$ cat src/verilog/difd_pkg.sv
`default_nettype none
package difd_pkg;
    // frame geometry
    localparam int FRAME_BITS     = 24;
    localparam int FRAME_CHK_BITS = 32;
    localparam int RW_POS         = 23;
    localparam int DEV_HI_POS     = 22;
    localparam int DEV_LO_POS     = 21;
    localparam int REGSEL_HI_POS  = 20;
    localparam int REGSEL_LO_POS  = 18;
    localparam int CHAN_HI_POS    = 17;
    localparam int CHAN_LO_POS    = 16;
    localparam int DATA_W         = 16;
    localparam int CHK_W          = 8;

    // register select codes
    localparam logic [2:0] SEL_DATA       = 3'h0;
    localparam logic [2:0] SEL_GAIN       = 3'h2;
    localparam logic [2:0] SEL_GAIN_ALL   = 3'h3;
    localparam logic [2:0] SEL_OFFSET     = 3'h4;
    localparam logic [2:0] SEL_OFFSET_ALL = 3'h5;
    localparam logic [2:0] SEL_CLEAR      = 3'h6;
    localparam logic [2:0] SEL_CONTROL    = 3'h7;

    // reset values
    localparam logic [15:0] DATA_RST   = 16'h0000;
    localparam logic [15:0] GAIN_RST   = 16'hFFFF;
    localparam logic [15:0] OFFSET_RST = 16'h8000;
    localparam logic [15:0] CLEAR_RST  = 16'h0000;

    // calibration settle time after data write
    localparam int CLK_HZ         = 20_000_000;
    localparam int CAL_SETTLE_US  = 200;
    localparam int CAL_CYCLES     = (CAL_SETTLE_US * (CLK_HZ / 1_000_000));

    // decoded frame fields
    typedef struct packed {
        logic        read_not_write;
        logic [1:0]  frame_device_sel;
        logic [2:0]  reg_select;
        logic [1:0]  channel_sel;
        logic [15:0] data;
    } difd_frame_t;

    // control-register path output
    typedef struct packed {
        logic        valid;
        logic [1:0]  channel_sel;
        logic [15:0] data;
    } difd_ctrl_t;
endpackage
`default_nettype wire

$ cat src/verilog/difd_top.sv
`default_nettype none
// Summary of operation
// - data write starts channel calibration
// - frame is 24 bits, 32 with check
// - fixed field layout, msb first
// - top bit selects read or write
// - act only on matching device address
// - register select picks target register
// - control path needs further subselect
// - select 111 goes to control path
// - channel bits pick A to D
module difd_top
(
    input  wire logic                 clk_i,
    input  wire logic                 rst_n_i,
    input  wire logic                 sclk_i,
    input  wire logic                 sync_n_i,
    input  wire logic                 sdin_i,
    input  wire logic                 hw_address_pin_hi_i,
    input  wire logic                 hw_address_pin_lo_i,
    input  wire logic                 chk_en_i,
    input  wire logic                 soft_reset_i,
    output logic [63:0]               data_regs_o,
    output logic [63:0]               gain_regs_o,
    output logic [63:0]               offset_regs_o,
    output logic [63:0]               clear_regs_o,
    output logic [3:0]                cal_busy_o,
    output difd_pkg::difd_ctrl_t      ctrl_o,
    output logic                      read_req_o,
    output logic [7:0]                read_addr_o,
    output logic [7:0]                packet_check_code_o
);
    // ------------------------------------------------
    // reset release and pin synchronisers
    // ------------------------------------------------
    logic [1:0] rst_sync_r;
    logic       rst_n;
    logic [2:0] sclk_s_r;
    logic [2:0] sync_s_r;
    logic [2:0] sdin_s_r;
    logic [2:0] ahi_s_r;
    logic [2:0] alo_s_r;
    logic       sclk_q_r;
    logic       sync_q_r;
    logic       sdin_q_r;
    logic       ahi_q_r;
    logic       alo_q_r;

    always_ff @(posedge clk_i or negedge rst_n_i)
    begin
        if (!rst_n_i)
            rst_sync_r <= 2'b00;
        else
            rst_sync_r <= {rst_sync_r[0], 1'b1};
    end
    assign rst_n = rst_sync_r[1];

    // three stages; a level counts once stages two and three agree
    always_ff @(posedge clk_i or negedge rst_n)
    begin
        if (!rst_n)
        begin
            sclk_s_r <= 3'h0;
            sync_s_r <= 3'h7;
            sdin_s_r <= 3'h0;
            ahi_s_r  <= 3'h0;
            alo_s_r  <= 3'h0;
            sclk_q_r <= 1'b0;
            sync_q_r <= 1'b1;
            sdin_q_r <= 1'b0;
            ahi_q_r  <= 1'b0;
            alo_q_r  <= 1'b0;
        end
        else
        begin
            sclk_s_r <= {sclk_s_r[1:0], sclk_i};
            sync_s_r <= {sync_s_r[1:0], sync_n_i};
            sdin_s_r <= {sdin_s_r[1:0], sdin_i};
            ahi_s_r  <= {ahi_s_r[1:0], hw_address_pin_hi_i};
            alo_s_r  <= {alo_s_r[1:0], hw_address_pin_lo_i};
            if (sclk_s_r[1] == sclk_s_r[2])
                sclk_q_r <= sclk_s_r[2];
            if (sync_s_r[1] == sync_s_r[2])
                sync_q_r <= sync_s_r[2];
            if (sdin_s_r[1] == sdin_s_r[2])
                sdin_q_r <= sdin_s_r[2];
            if (ahi_s_r[1] == ahi_s_r[2])
                ahi_q_r <= ahi_s_r[2];
            if (alo_s_r[1] == alo_s_r[2])
                alo_q_r <= alo_s_r[2];
        end
    end

    // ------------------------------------------------
    // serial clock edge enable
    // ------------------------------------------------
    logic sclk_d_r;
    logic sclk_rise;

    always_ff @(posedge clk_i or negedge rst_n)
    begin
        if (!rst_n)
            sclk_d_r <= 1'b0;
        else
            sclk_d_r <= sclk_q_r;
    end
    assign sclk_rise = sclk_q_r & ~sclk_d_r;

    logic        frame_done;
    logic [31:0] frame_word;

    difd_shifter u_shift
    (
        .clk_i       (clk_i),
        .rst_n_i     (rst_n),
        .sclk_rise_i (sclk_rise),
        .sync_n_i    (sync_q_r),
        .sdin_i      (sdin_q_r),
        .chk_en_i    (chk_en_i),
        .done_o      (frame_done),
        .word_o      (frame_word)
    );

    // ------------------------------------------------
    // field decode
    // ------------------------------------------------
    difd_pkg::difd_frame_t frm;
    logic                  dev_match;
    logic                  do_write;

    // drop check byte when long frame
    assign frm = chk_en_i ? frame_word[31:8] : frame_word[23:0];

    assign dev_match = (frm.frame_device_sel == {ahi_q_r, alo_q_r});

    assign do_write = frame_done & dev_match & ~frm.read_not_write;

    // true when a register of channel idx is targeted by select sel
    function automatic logic hits(input logic [2:0] sel, input logic [2:0] one, input logic [2:0] all,
                                  input logic [1:0] ch, input logic [1:0] idx);
        hits = (sel == one && ch == idx) || (sel == all);
    endfunction

    // ------------------------------------------------
    // data, gain, offset and clear registers
    // ------------------------------------------------
    logic [15:0] data_r   [4];
    logic [15:0] gain_r   [4];
    logic [15:0] offset_r [4];
    logic [15:0] clear_r  [4];
    logic [3:0]  cal_start;

    // soft reset restores defaults; mismatched frames never reach here
    always_ff @(posedge clk_i or negedge rst_n)
    begin
        if (!rst_n)
        begin
            for (int i = 0; i < 4; i++)
            begin
                data_r[i]   <= difd_pkg::DATA_RST;
                gain_r[i]   <= difd_pkg::GAIN_RST;
                offset_r[i] <= difd_pkg::OFFSET_RST;
                clear_r[i]  <= difd_pkg::CLEAR_RST;
            end
        end
        else if (soft_reset_i)
        begin
            for (int i = 0; i < 4; i++)
            begin
                data_r[i]   <= difd_pkg::DATA_RST;
                gain_r[i]   <= difd_pkg::GAIN_RST;
                offset_r[i] <= difd_pkg::OFFSET_RST;
                clear_r[i]  <= difd_pkg::CLEAR_RST;
            end
        end
        else if (do_write)
        begin
            for (int i = 0; i < 4; i++)
            begin
                if (frm.reg_select == difd_pkg::SEL_DATA && frm.channel_sel == 2'(i))
                    data_r[i] <= frm.data;
                if (hits(frm.reg_select, difd_pkg::SEL_GAIN, difd_pkg::SEL_GAIN_ALL, frm.channel_sel, 2'(i)))
                    gain_r[i] <= frm.data;
                if (hits(frm.reg_select, difd_pkg::SEL_OFFSET, difd_pkg::SEL_OFFSET_ALL, frm.channel_sel, 2'(i)))
                    offset_r[i] <= frm.data;
                if (frm.reg_select == difd_pkg::SEL_CLEAR && frm.channel_sel == 2'(i))
                    clear_r[i] <= frm.data;
            end
        end
    end

    always_comb
    begin
        for (int i = 0; i < 4; i++)
            cal_start[i] = do_write && !soft_reset_i && frm.reg_select == difd_pkg::SEL_DATA
                           && frm.channel_sel == 2'(i);
    end

    // ------------------------------------------------
    // per-channel calibration timers
    // ------------------------------------------------
    localparam int CW = $clog2(difd_pkg::CAL_CYCLES + 1);
    logic [CW-1:0] cal_cnt_r [4];

    // busy spans the settle window the host should respect
    always_ff @(posedge clk_i or negedge rst_n)
    begin
        if (!rst_n)
        begin
            for (int i = 0; i < 4; i++)
                cal_cnt_r[i] <= '0;
        end
        else
        begin
            for (int i = 0; i < 4; i++)
            begin
                if (cal_start[i])
                    cal_cnt_r[i] <= CW'(difd_pkg::CAL_CYCLES);
                else if (soft_reset_i)
                    cal_cnt_r[i] <= '0;
                else if (cal_cnt_r[i] != '0)
                    cal_cnt_r[i] <= cal_cnt_r[i] - CW'(1);
            end
        end
    end

    // ------------------------------------------------
    // registered outputs
    // ------------------------------------------------
    always_ff @(posedge clk_i or negedge rst_n)
    begin
        if (!rst_n)
        begin
            data_regs_o   <= '0;
            gain_regs_o   <= '0;
            offset_regs_o <= '0;
            clear_regs_o  <= '0;
            cal_busy_o    <= 4'h0;
        end
        else
        begin
            for (int i = 0; i < 4; i++)
            begin
                data_regs_o[i*16 +: 16]   <= data_r[i];
                gain_regs_o[i*16 +: 16]   <= gain_r[i];
                offset_regs_o[i*16 +: 16] <= offset_r[i];
                clear_regs_o[i*16 +: 16]  <= clear_r[i];
                cal_busy_o[i]             <= (cal_cnt_r[i] != '0);
            end
        end
    end

    // control path, read requests and check byte
    always_ff @(posedge clk_i or negedge rst_n)
    begin
        if (!rst_n)
        begin
            ctrl_o              <= '0;
            read_req_o          <= 1'b0;
            read_addr_o         <= 8'h00;
            packet_check_code_o <= 8'h00;
        end
        else
        begin
            ctrl_o.valid       <= do_write && !soft_reset_i && frm.reg_select == difd_pkg::SEL_CONTROL;
            ctrl_o.channel_sel <= frm.channel_sel;
            ctrl_o.data        <= frm.data;
            read_req_o         <= frame_done && dev_match && frm.read_not_write;
            if (frame_done && dev_match)
            begin
                read_addr_o         <= frm[23:16];
                packet_check_code_o <= chk_en_i ? frame_word[7:0] : 8'h00;
            end
        end
    end
endmodule
`default_nettype wire

$ cat src/verilog/difd_shifter.sv
`default_nettype none
// --------------------------------------------------
// serial frame shifter
// --------------------------------------------------
module difd_shifter
(
    input  wire logic        clk_i,
    input  wire logic        rst_n_i,
    input  wire logic        sclk_rise_i,
    input  wire logic        sync_n_i,
    input  wire logic        sdin_i,
    input  wire logic        chk_en_i,
    output logic             done_o,
    output logic [31:0]      word_o
);
    logic [5:0]  cnt_r;
    logic [31:0] sh_r;
    logic        act_r;

    // shift msb first while frame select is low
    always_ff @(posedge clk_i or negedge rst_n_i)
    begin
        if (!rst_n_i)
        begin
            cnt_r <= 6'h00;
            sh_r  <= 32'h0000_0000;
            act_r <= 1'b0;
        end
        else if (sync_n_i)
        begin
            cnt_r <= 6'h00;
            act_r <= 1'b1;
        end
        else if (sclk_rise_i && act_r)
        begin
            sh_r  <= {sh_r[30:0], sdin_i};
            cnt_r <= cnt_r + 6'h01;
        end
    end

    always_ff @(posedge clk_i or negedge rst_n_i)
    begin
        if (!rst_n_i)
        begin
            done_o <= 1'b0;
            word_o <= 32'h0000_0000;
        end
        else
        begin
            done_o <= 1'b0;
            if (sync_n_i && act_r)
            begin
                // short or long frames are dropped whole, but one 64 bits too long wraps the 6-bit count and is taken
                if (chk_en_i ? (cnt_r == 6'(difd_pkg::FRAME_CHK_BITS)) : (cnt_r == 6'(difd_pkg::FRAME_BITS)))
                begin
                    done_o <= 1'b1;
                    word_o <= sh_r;
                end
            end
        end
    end
endmodule
`default_nettype wire

$ cat config.mk
export PLATFORM = sky130hd
export DESIGN_NAME = difd_top
export DESIGN_NICKNAME = d
export VERILOG_FILES = /design/src/verilog/difd_pkg.sv /design/src/verilog/difd_top.sv /design/src/verilog/difd_shifter.sv
export SDC_FILE = /design/constraint.sdc
export NUM_CORES = 1
export LEC_CHECK = 0
export ABC_AREA = 1
export BUFFER_PORTS_ARGS = -buffer_cell sky130_fd_sc_hd__buf_2
export CAP_MARGIN = 10
export CORE_UTILIZATION = 40
export DETAILED_ROUTE_END_ITERATION = 10
export HOLD_SLACK_MARGIN = 0.12
export PLACE_DENSITY_LB_ADDON = 0.1
export SLEW_MARGIN = 30
export SYNTH_ARGS = -nofsm -noshare
export SYNTH_HDL_FRONTEND = slang
export SYNTH_HIERARCHICAL = 1
export SYNTH_SLANG_ARGS = --single-unit
$ cat constraint.sdc
create_clock -name clk_i -period 23.9 [get_ports clk_i]
set_clock_uncertainty 0.15 [all_clocks]
set_input_delay 3.585 -clock clk_i [delete_from_list [all_inputs] [get_ports clk_i]]
set_output_delay 3.585 -clock clk_i [all_outputs]
set_load 0.05 [all_outputs]
==> flow_summary.rst, run 1 <==
.. list-table::
   :header-rows: 1

   * - Metric
     - Value
   * - Static leakage
     - 0.0158 uW
   * - Number of setup violations in the final report
     - 0
   * - Vias in the first global route
     - 16766
   * - Filler cell count in the final layout
     - 5702
   * - Drt wl/cell
     - 18.6 um
   * - Combined flip-flop and latch cell area
     - 17500 um2
   * - Cell with the largest stage delay on the worst path
     - buf_2
   * - Post-Syn Area per Cell
     - 10.7 um2
   * - Number of buffers inserted to repair setup after CTS
     - 0
   * - Ratio of cells with drive above 1 in the final layout
     - 0.204
   * - Final worst-path cycle share
     - 0.281
   * - Dpl cells
     - approximately 3400
   * - Combinational cell fraction of total power
     - 0.141
   * - First-pass GRT wire length
     - 101000 um
   * - Vias per cell
     - 4.89
   * - Net switching power figure
     - around 810 uW
   * - Final Hold Viols
     - 0
   * - CTS tree
     - yes
   * - Final weighted congestion of routability-driven global placement
     - 0.819
   * - Clock buffer count from CTS
     - 73
   * - Final routed wirelength across all metal layers
     - 65400 um
   * - DRC violation count after routing
     - 0
   * - Maximum buffer depth of the clock tree
     - 3
   * - Category of the most critical setup path
     - input pin to register
   * - Share of synthesized area occupied by flip-flops and latches
     - 0.702
   * - Slew at the pin closest to its max-slew limit
     - around 900 ps
   * - Worst r2r src
     - rst_sync_r[1]
   * - Worst hold path type
     - register to asynchronous set/reset pin
   * - Critical path peak fanout
     - 136
   * - Worst path arrival time
     - a little over 7000 ps
   * - Cell-by-cell trace of the critical path
     - buf_2, inv_2, nand2_1, nand2_1, nand2_1, nand2_1, nor2_4, nand2_4, nand2_8, nand2_2, nand2_1, nand2_1
   * - Final net count
     - 2634
   * - Number of synthesized register bits
     - ~700
   * - VDD IR-drop max
     - 48.3 uV
   * - Number of DRC markers in iteration 0
     - 1369
   * - Initial core utilization
     - 0.404
   * - Post-Synthesis Net Count
     - 2346
   * - Outcome
     - finished clean
   * - Total number of clock tree sinks
     - 695
   * - Count of maximum capacitance violations
     - 0
   * - Req. time, crit path
     - approximately 24000 ps
   * - Die outline width
     - 252 um
   * - Cell row count
     - 91
   * - CP top delay family
     - simple AND/OR/NAND/NOR gates
   * - Mapped cell area
     - 24900 um2
   * - Cell-internal power
     - 2090 uW
   * - Largest net degree at the start of global routing
     - 181
   * - Buffer type at the clock tree root
     - clkbuf_16
   * - Peak Freq
     - 149 MHz
   * - Worst path most repeated cell
     - nand2_1
   * - Final min period
     - 6720 ps
   * - Final core occ
     - 0.481
   * - Layout Area Growth over Synthesis
     - 18.9%
   * - Max-slew violation total from the final report
     - 0
   * - Post-CTS resize count
     - 0
   * - Start point of the critical path
     - chk_en_i
   * - Core footprint
     - 61600 um2
   * - Clock insertion delay at the later pin of the skew report
     - approximately 610 ps
   * - GR Util All Layers
     - 0.210
   * - Number of warnings printed during yosys synthesis
     - 6
   * - Number of antenna-violating nets in the routed design
     - 0
   * - Power density cells
     - 97.9 nW/um2
   * - Most used cells in the layout excluding fill and tap cells
     - nand2_1 (654), dfrtp_1 (622), nand3_1 (327)
   * - Power share of the sequential group
     - 0.453
   * - Total die area
     - 63300 um2
   * - Count of pins on the block boundary
     - 305
   * - Routed via count
     - ~17000
   * - Number of distinct standard cells referenced by the synthesized netlist
     - 37
   * - Number of port buffers
     - about 300
   * - Vertical die dimension
     - 252 um
   * - Initial antenna violation count
     - 3
   * - Combined area of the multi-input logic cells
     - 6280 um2
   * - RSZ-0062 raised after global routing
     - no
   * - Sw Ratio
     - 0.278
   * - Portion of total power attributed to the clock network
     - 0.406
   * - Element type at the critical path end
     - register
   * - DPL Wire Length
     - 43300 um
   * - Synthesized netlist cell count
     - 2327
   * - CTS clock-pin slew for the worst setup and hold paths
     - 60 ps
   * - Quantity of hold-fixing buffers added after cts
     - 0
   * - Max-slew headroom
     - 0.407
   * - Most common library cell in the layout ignoring fill and taps
     - nand2_1
   * - First-pass iteration count of the detailed router
     - 5
   * - Max stage delay on crit path
     - 580 ps
   * - Sum of negative setup slack
     - 0 ps
   * - Launching element type of the critical path
     - input pin
   * - Crit path buf inv count
     - 2
   * - # H-tree levels
     - 3
   * - Final instance count without filler cells
     - 3510
   * - Leftover overflow at the end of global routing
     - 0
-- power groups by stage --
stage | logic (uW) | registers (uW) | clock network [uW]
after floorplan | 252 | 1400 | 0
after global placement | 400 | 1330 | 0
after detailed placement | 410 | 1330 | 0
after CTS | 412 | 1310 | 1210
after global routing | 466 | 1320 | 1250
final | 410 | 1310 | 1180
-- logic make-up (layout without fill, tap and decap cells) --
family,Yosys count,after routing,share of synthesized area
AOI/OAI and AO/OA,188,188,0.0381
xor gates and xnor gates,13,13,0.00457
adders and majority gates,15,15,0.00703
buffers and inverters,257,602,0.0467
DFF,695,695,0.702
muxes,1,1,0.000904
other,1,2,0.000151
and+or+nand+nor,1157,1157,0.201
-- worst register-to-register path: cells and delay by family (launching register included) --
| kind | cells | cell delay (ps) |
|---|---|---|
| DFF | 1 | 830 |
| buffers and inverters | 3 | 2100 |
-- per-layer routing --
layer	vias to the layer above	track usage	wire, um
met1	8567	0.301	30000
met4	0	0.0625	1380
li1	8070	-	-
met2	456	0.325	30400
met3	78	0.0377	3640
met5	-	0	0
-- cell usage after synthesis --
| library cell | instances | share of area |
|---|---|---|
| nand2_1 | 656 | 0.099 |
| dfrtp_1 | 623 | 0.63 |
| nand3_1 | 328 | 0.066 |
| o21ai_0 | 159 | 0.032 |
| inv_1 | 147 | 0.022 |
| nor2_1 | 88 | 0.013 |
| dfstp_2 | 72 | 0.076 |
| nand4_1 | 45 | 0.011 |
| buf_2 | 36 | 0.0072 |
| clkbuf_1 | 34 | 0.0051 |
| nand2_2 | 17 | 0.0043 |
| buf_6 | 16 | 0.0072 |
| buf_1 | 13 | 0.0020 |
| o21ai_1 | 13 | 0.0026 |
| a21oi_1 | 12 | 0.0024 |
| ha_1 | 10 | 0.0050 |
| nor3_1 | 9 | 0.0018 |
| xor2_1 | 8 | 0.0028 |
| buf_4 | 6 | 0.0018 |
| maj3_1 | 5 | 0.0020 |
| or2_2 | 5 | 0.0013 |
| xnor2_1 | 5 | 0.0018 |
| inv_2 | 3 | 0.00045 |
| nand3b_1 | 3 | 0.00090 |
| nor2_4 | 2 | 0.00090 |
| a31oi_1 | 1 | 0.00025 |
| buf_8 | 1 | 0.00060 |
| clkinv_1 | 1 | 0.00015 |
| conb_1 | 1 | 0.00015 |
| mux2i_4 | 1 | 0.00090 |
| nand2_4 | 1 | 0.00045 |
| nand2_8 | 1 | 0.00080 |
| nand3_4 | 1 | 0.00070 |
| nor2_2 | 1 | 0.00025 |
| o21a_1 | 1 | 0.00030 |
| o22ai_1 | 1 | 0.00025 |
| o31ai_1 | 1 | 0.00030 |
-- stage by stage --
| stage | hold WS [ps] | total power, uW | setup WS (ps) | cell area (um2) |
|---|---|---|---|---|
| 2_1_floorplan | 181 | 1650 | 3070 | 24900 |
| 6_report | 197 | 2900 | 17180 | 29600 |
| 4_1_cts | 197 | 2930 | 17220 | 29600 |
| 3_3_place_gp | 185 | 1730 | 16180 | 27000 |
| 3_5_place_dp | 185 | 1740 | 16570 | 27100 |
| 5_1_grt | 200 | 3040 | 16770 | 29600 |
-- area by class of cell --
cell class | count | area share
flip-flops and latches | 695 | 0.590
multi-input cells | 1375 | 0.212
clock buffers | 102 | 0.0705
repair buffers | 319 | 0.0579
well taps | 837 | 0.0354
inverters | 151 | 0.0193
clock inverters | 30 | 0.0145
diodes | 1 | 0.0000845
-- sequential cells by signal (all words and copies together), names as in the netlist, 19 cells and up --
| register | count |
|---|---|
| cal_cnt_r | 48 |
| clear_r | 64 |
| clear_regs_o | 64 |
| ctrl_o | 19 |
| data_r | 64 |
| data_regs_o | 64 |
| gain_r | 64 |
| gain_regs_o | 64 |
| offset_r | 64 |
| offset_regs_o | 64 |
| u_shift/sh_r | 32 |
| u_shift/word_o | 32 |
-- worst paths after layout --
path	to	slack, ps	depth (start not counted)
max	offset_r[7]	17180	12
min	cal_busy_o[1]	200	0
max reg2reg	offset_regs_o[60]	20800	3
min reg2reg	cal_busy_o[1]	200	0
max in group asynchronous	offset_regs_o[60]	20800	3
min in group clk_i	ahi_s_r[1]	200	0
(Power assumes the default switching activity.)
==> run 2: changes to the inputs <==
==> constraint.sdc (replaced) <==
create_clock -name clk_i -period 5.4 [get_ports clk_i]
set_clock_uncertainty 0.15 [all_clocks]
set_input_delay 0.81 -clock clk_i [delete_from_list [all_inputs] [get_ports clk_i]]
set_output_delay 0.81 -clock clk_i [all_outputs]
set_load 0.05 [all_outputs]
==> flow_summary.rst, run 2 (synthesized netlist as in run 1, its figures left out) <==
.. list-table::
   :header-rows: 1

   * - Metric
     - Value
   * - Routed via count
     - 17209 (+0.22%)
   * - VDD IR-drop max
     - 290 uV (+500%)
   * - Leftover overflow at the end of global routing
     - 0 (unchanged)
   * - Number of antenna-violating nets in the routed design
     - 0 (unchanged)
   * - Worst slack on hold paths
     - 159 ps (-37.7 ps)
   * - Final routed wirelength across all metal layers
     - 65600 um (+0.31%)
   * - Final net count
     - 2649 (+0.57%)
   * - CTS tree
     - yes
   * - RSZ-0062 raised after global routing
     - no
   * - Post-CTS resize count
     - 0 (unchanged)
   * - Drt wl/cell
     - 18.6 um (-0.14%)
   * - Quantity of hold-fixing buffers added after cts
     - 3 (+3)
   * - Die outline width
     - 252 um (unchanged)
   * - Most used cells in the layout excluding fill and tap cells
     - nand2_1 (655), dfrtp_1 (622), nand3_1 (328)
   * - Core footprint
     - 61600 um2 (unchanged)
   * - Final Hold Viols
     - 0 (unchanged)
   * - First-pass GRT wire length
     - 103000 um (+1.3%)
   * - Largest net degree at the start of global routing
     - 172 (-5.0%)
   * - # H-tree levels
     - 3 (unchanged)
   * - Final min period
     - 3320 ps
   * - Power density cells
     - 427 nW/um2 (+340%)
   * - Number of buffers inserted to repair setup after CTS
     - 0 (unchanged)
   * - Count of pins on the block boundary
     - 305 (unchanged)
   * - Ratio of cells with drive above 1 in the final layout
     - 0.208 (+0.00392)
   * - Element type at the critical path end
     - register
   * - Filler cell count in the final layout
     - 5760 (+1.0%)
   * - Dpl cells
     - 3386 (+0.30%)
   * - Initial antenna violation count
     - 0 (-3)
   * - CTS clock-pin slew for the worst setup and hold paths
     - 60 ps (about the same)
   * - Buffer type at the clock tree root
     - clkbuf_16
   * - GR Util All Layers
     - 0.211 (+0.00131)
   * - Combined area of the multi-input logic cells
     - 6260 um2 (-0.20%)
   * - Count of maximum capacitance violations
     - 0 (unchanged)
   * - DRC violation count after routing
     - 0 (unchanged)
   * - Diodes inserted
     - 0 (-1)
   * - Req. time, crit path
     - 5780 ps (-18470 ps)
   * - Setup slack after layout
     - 2080 ps (-15100 ps)
   * - Layout Area Growth over Synthesis
     - 19.1%
   * - Max-slew headroom
     - 0.411 (+0.00464)
   * - Vertical die dimension
     - 252 um (unchanged)
   * - Max-slew violation total from the final report
     - 0 (unchanged)
   * - Vias in the first global route
     - 17061 (+1.8%)
   * - Outcome
     - finished clean
   * - Clock buffer count from CTS
     - 73 (unchanged)
   * - Final instance count without filler cells
     - 3526 (+0.46%)
   * - Setup slack at placement
     - 1470 ps (-15100 ps)
   * - Total number of clock tree sinks
     - 695 (unchanged)
   * - Maximum buffer depth of the clock tree
     - 3 (unchanged)
   * - Total design power
     - 12700 uW (+340%)
   * - Launching element type of the critical path
     - input pin
   * - Critical path peak fanout
     - 97 (-29%)
   * - Initial core utilization
     - 0.404 (unchanged)
   * - Category of the most critical setup path
     - input pin to register
   * - Final weighted congestion of routability-driven global placement
     - 0.802 (-2.1%)
   * - First-pass iteration count of the detailed router
     - 5 (unchanged)
   * - Peak Freq
     - about 300 MHz
   * - Worst path arrival time
     - 3700 ps (-3370 ps)
   * - Combined flip-flop and latch cell area
     - 17500 um2 (unchanged)
   * - Cell row count
     - 91 (unchanged)
   * - Clock insertion delay at the later pin of the skew report
     - 610 ps (about the same)
   * - Total die area
     - 63300 um2 (unchanged)
   * - Number of DRC markers in iteration 0
     - 1444 (+5.5%)
   * - Number of setup violations in the final report
     - 0 (unchanged)
   * - DPL Wire Length
     - 43400 um (+0.14%)
   * - Vias per cell
     - 4.88 (-0.23%)
   * - Final worst-path cycle share
     - 0.615
   * - Number of port buffers
     - 304 (unchanged)
   * - Worst hold path type
     - input pin to register
   * - Sum of negative setup slack
     - 0 ps (unchanged)
   * - Slew at the pin closest to its max-slew limit
     - 883 ps (-6.97 ps)
   * - Most common library cell in the layout ignoring fill and taps
     - nand2_1
   * - Static leakage
     - 0.0159 uW (+0.39%)
==> run 2: cell types whose count changed in the layout (fill, tap and decap cells not counted), sizes merged <==
cell | before | now
buf | 319 | 331
clkbuf | 102 | 103
bufinv | 9 | 4
dlygate4sd3 | 0 | 3
clkinv | 13 | 19
diode | 1 | 0
==> run 2: final timing paths <==
path                               startpoint          end  slack, ps  cells after the start
hold / removal                         sdin_i  sdin_s_r[0]        160                      1
setup / recovery                     chk_en_i   gain_r[28]       2080                     12
setup reg to reg           u_shift/word_o[23]   gain_r[28]       2880                      6
max in group asynchronous       rst_sync_r[1]  offset_r[7]       3500                      2
hold reg to reg                 rst_sync_r[1]   data_r[18]        190                      0
min in group asynchronous       rst_sync_r[1]   data_r[18]        190                      0
==> run 2: critical path: stages <==
cell	delay, ps
buf_2	570
inv_2	380
nand2_1	230
nand2_1	90
nand2_1	60
nand2_1	70
nor2_2	180
nand2_4	100
nand2_8	450
nand2_2	420
nand2_1	160
nand2_1	60
==> run 2: routing by layer <==
layer | share of wire | vias up | wire length, um | GRT usage
li1 | - | 8109 | - | -
met1 | 0.46 | 8610 | 30300 | 0.303
met2 | 0.48 | 411 | 31300 | 0.335
met3 | 0.043 | 79 | 2840 | 0.0302
met4 | 0.018 | 0 | 1170 | 0.0584
met5 | 0 | - | 0 | 0
==> run 2: layout make-up <==
type / instances / area share
Clock inverter: 31 / 0.0103
Tap cell: 837 / 0.0353
Clock buffer: 103 / 0.0719
Multi-Input combinational cell: 1375 / 0.211
Timing Repair Buffer: 334 / 0.0626
Sequential cell: 695 / 0.589
Inverter: 151 / 0.0193
==> run 2: power breakdown <==
group          switching, uW  internal (uW)
sequential               215           5600
combinational           1300            526
clock                   2060           2970
total                   3580           9100
==> run 2: per-stage QoR <==
| stage | instance area (um2) | util |
|---|---|---|
| 4_1_cts | 29600 | 0.480 |
| 6_report | 29700 | 0.482 |
| 5_1_grt | 29700 | 0.482 |
| 3_3_place_gp | 27100 | 0.440 |
| 3_5_place_dp | 27100 | 0.440 |
| 2_1_floorplan | 24900 | - |
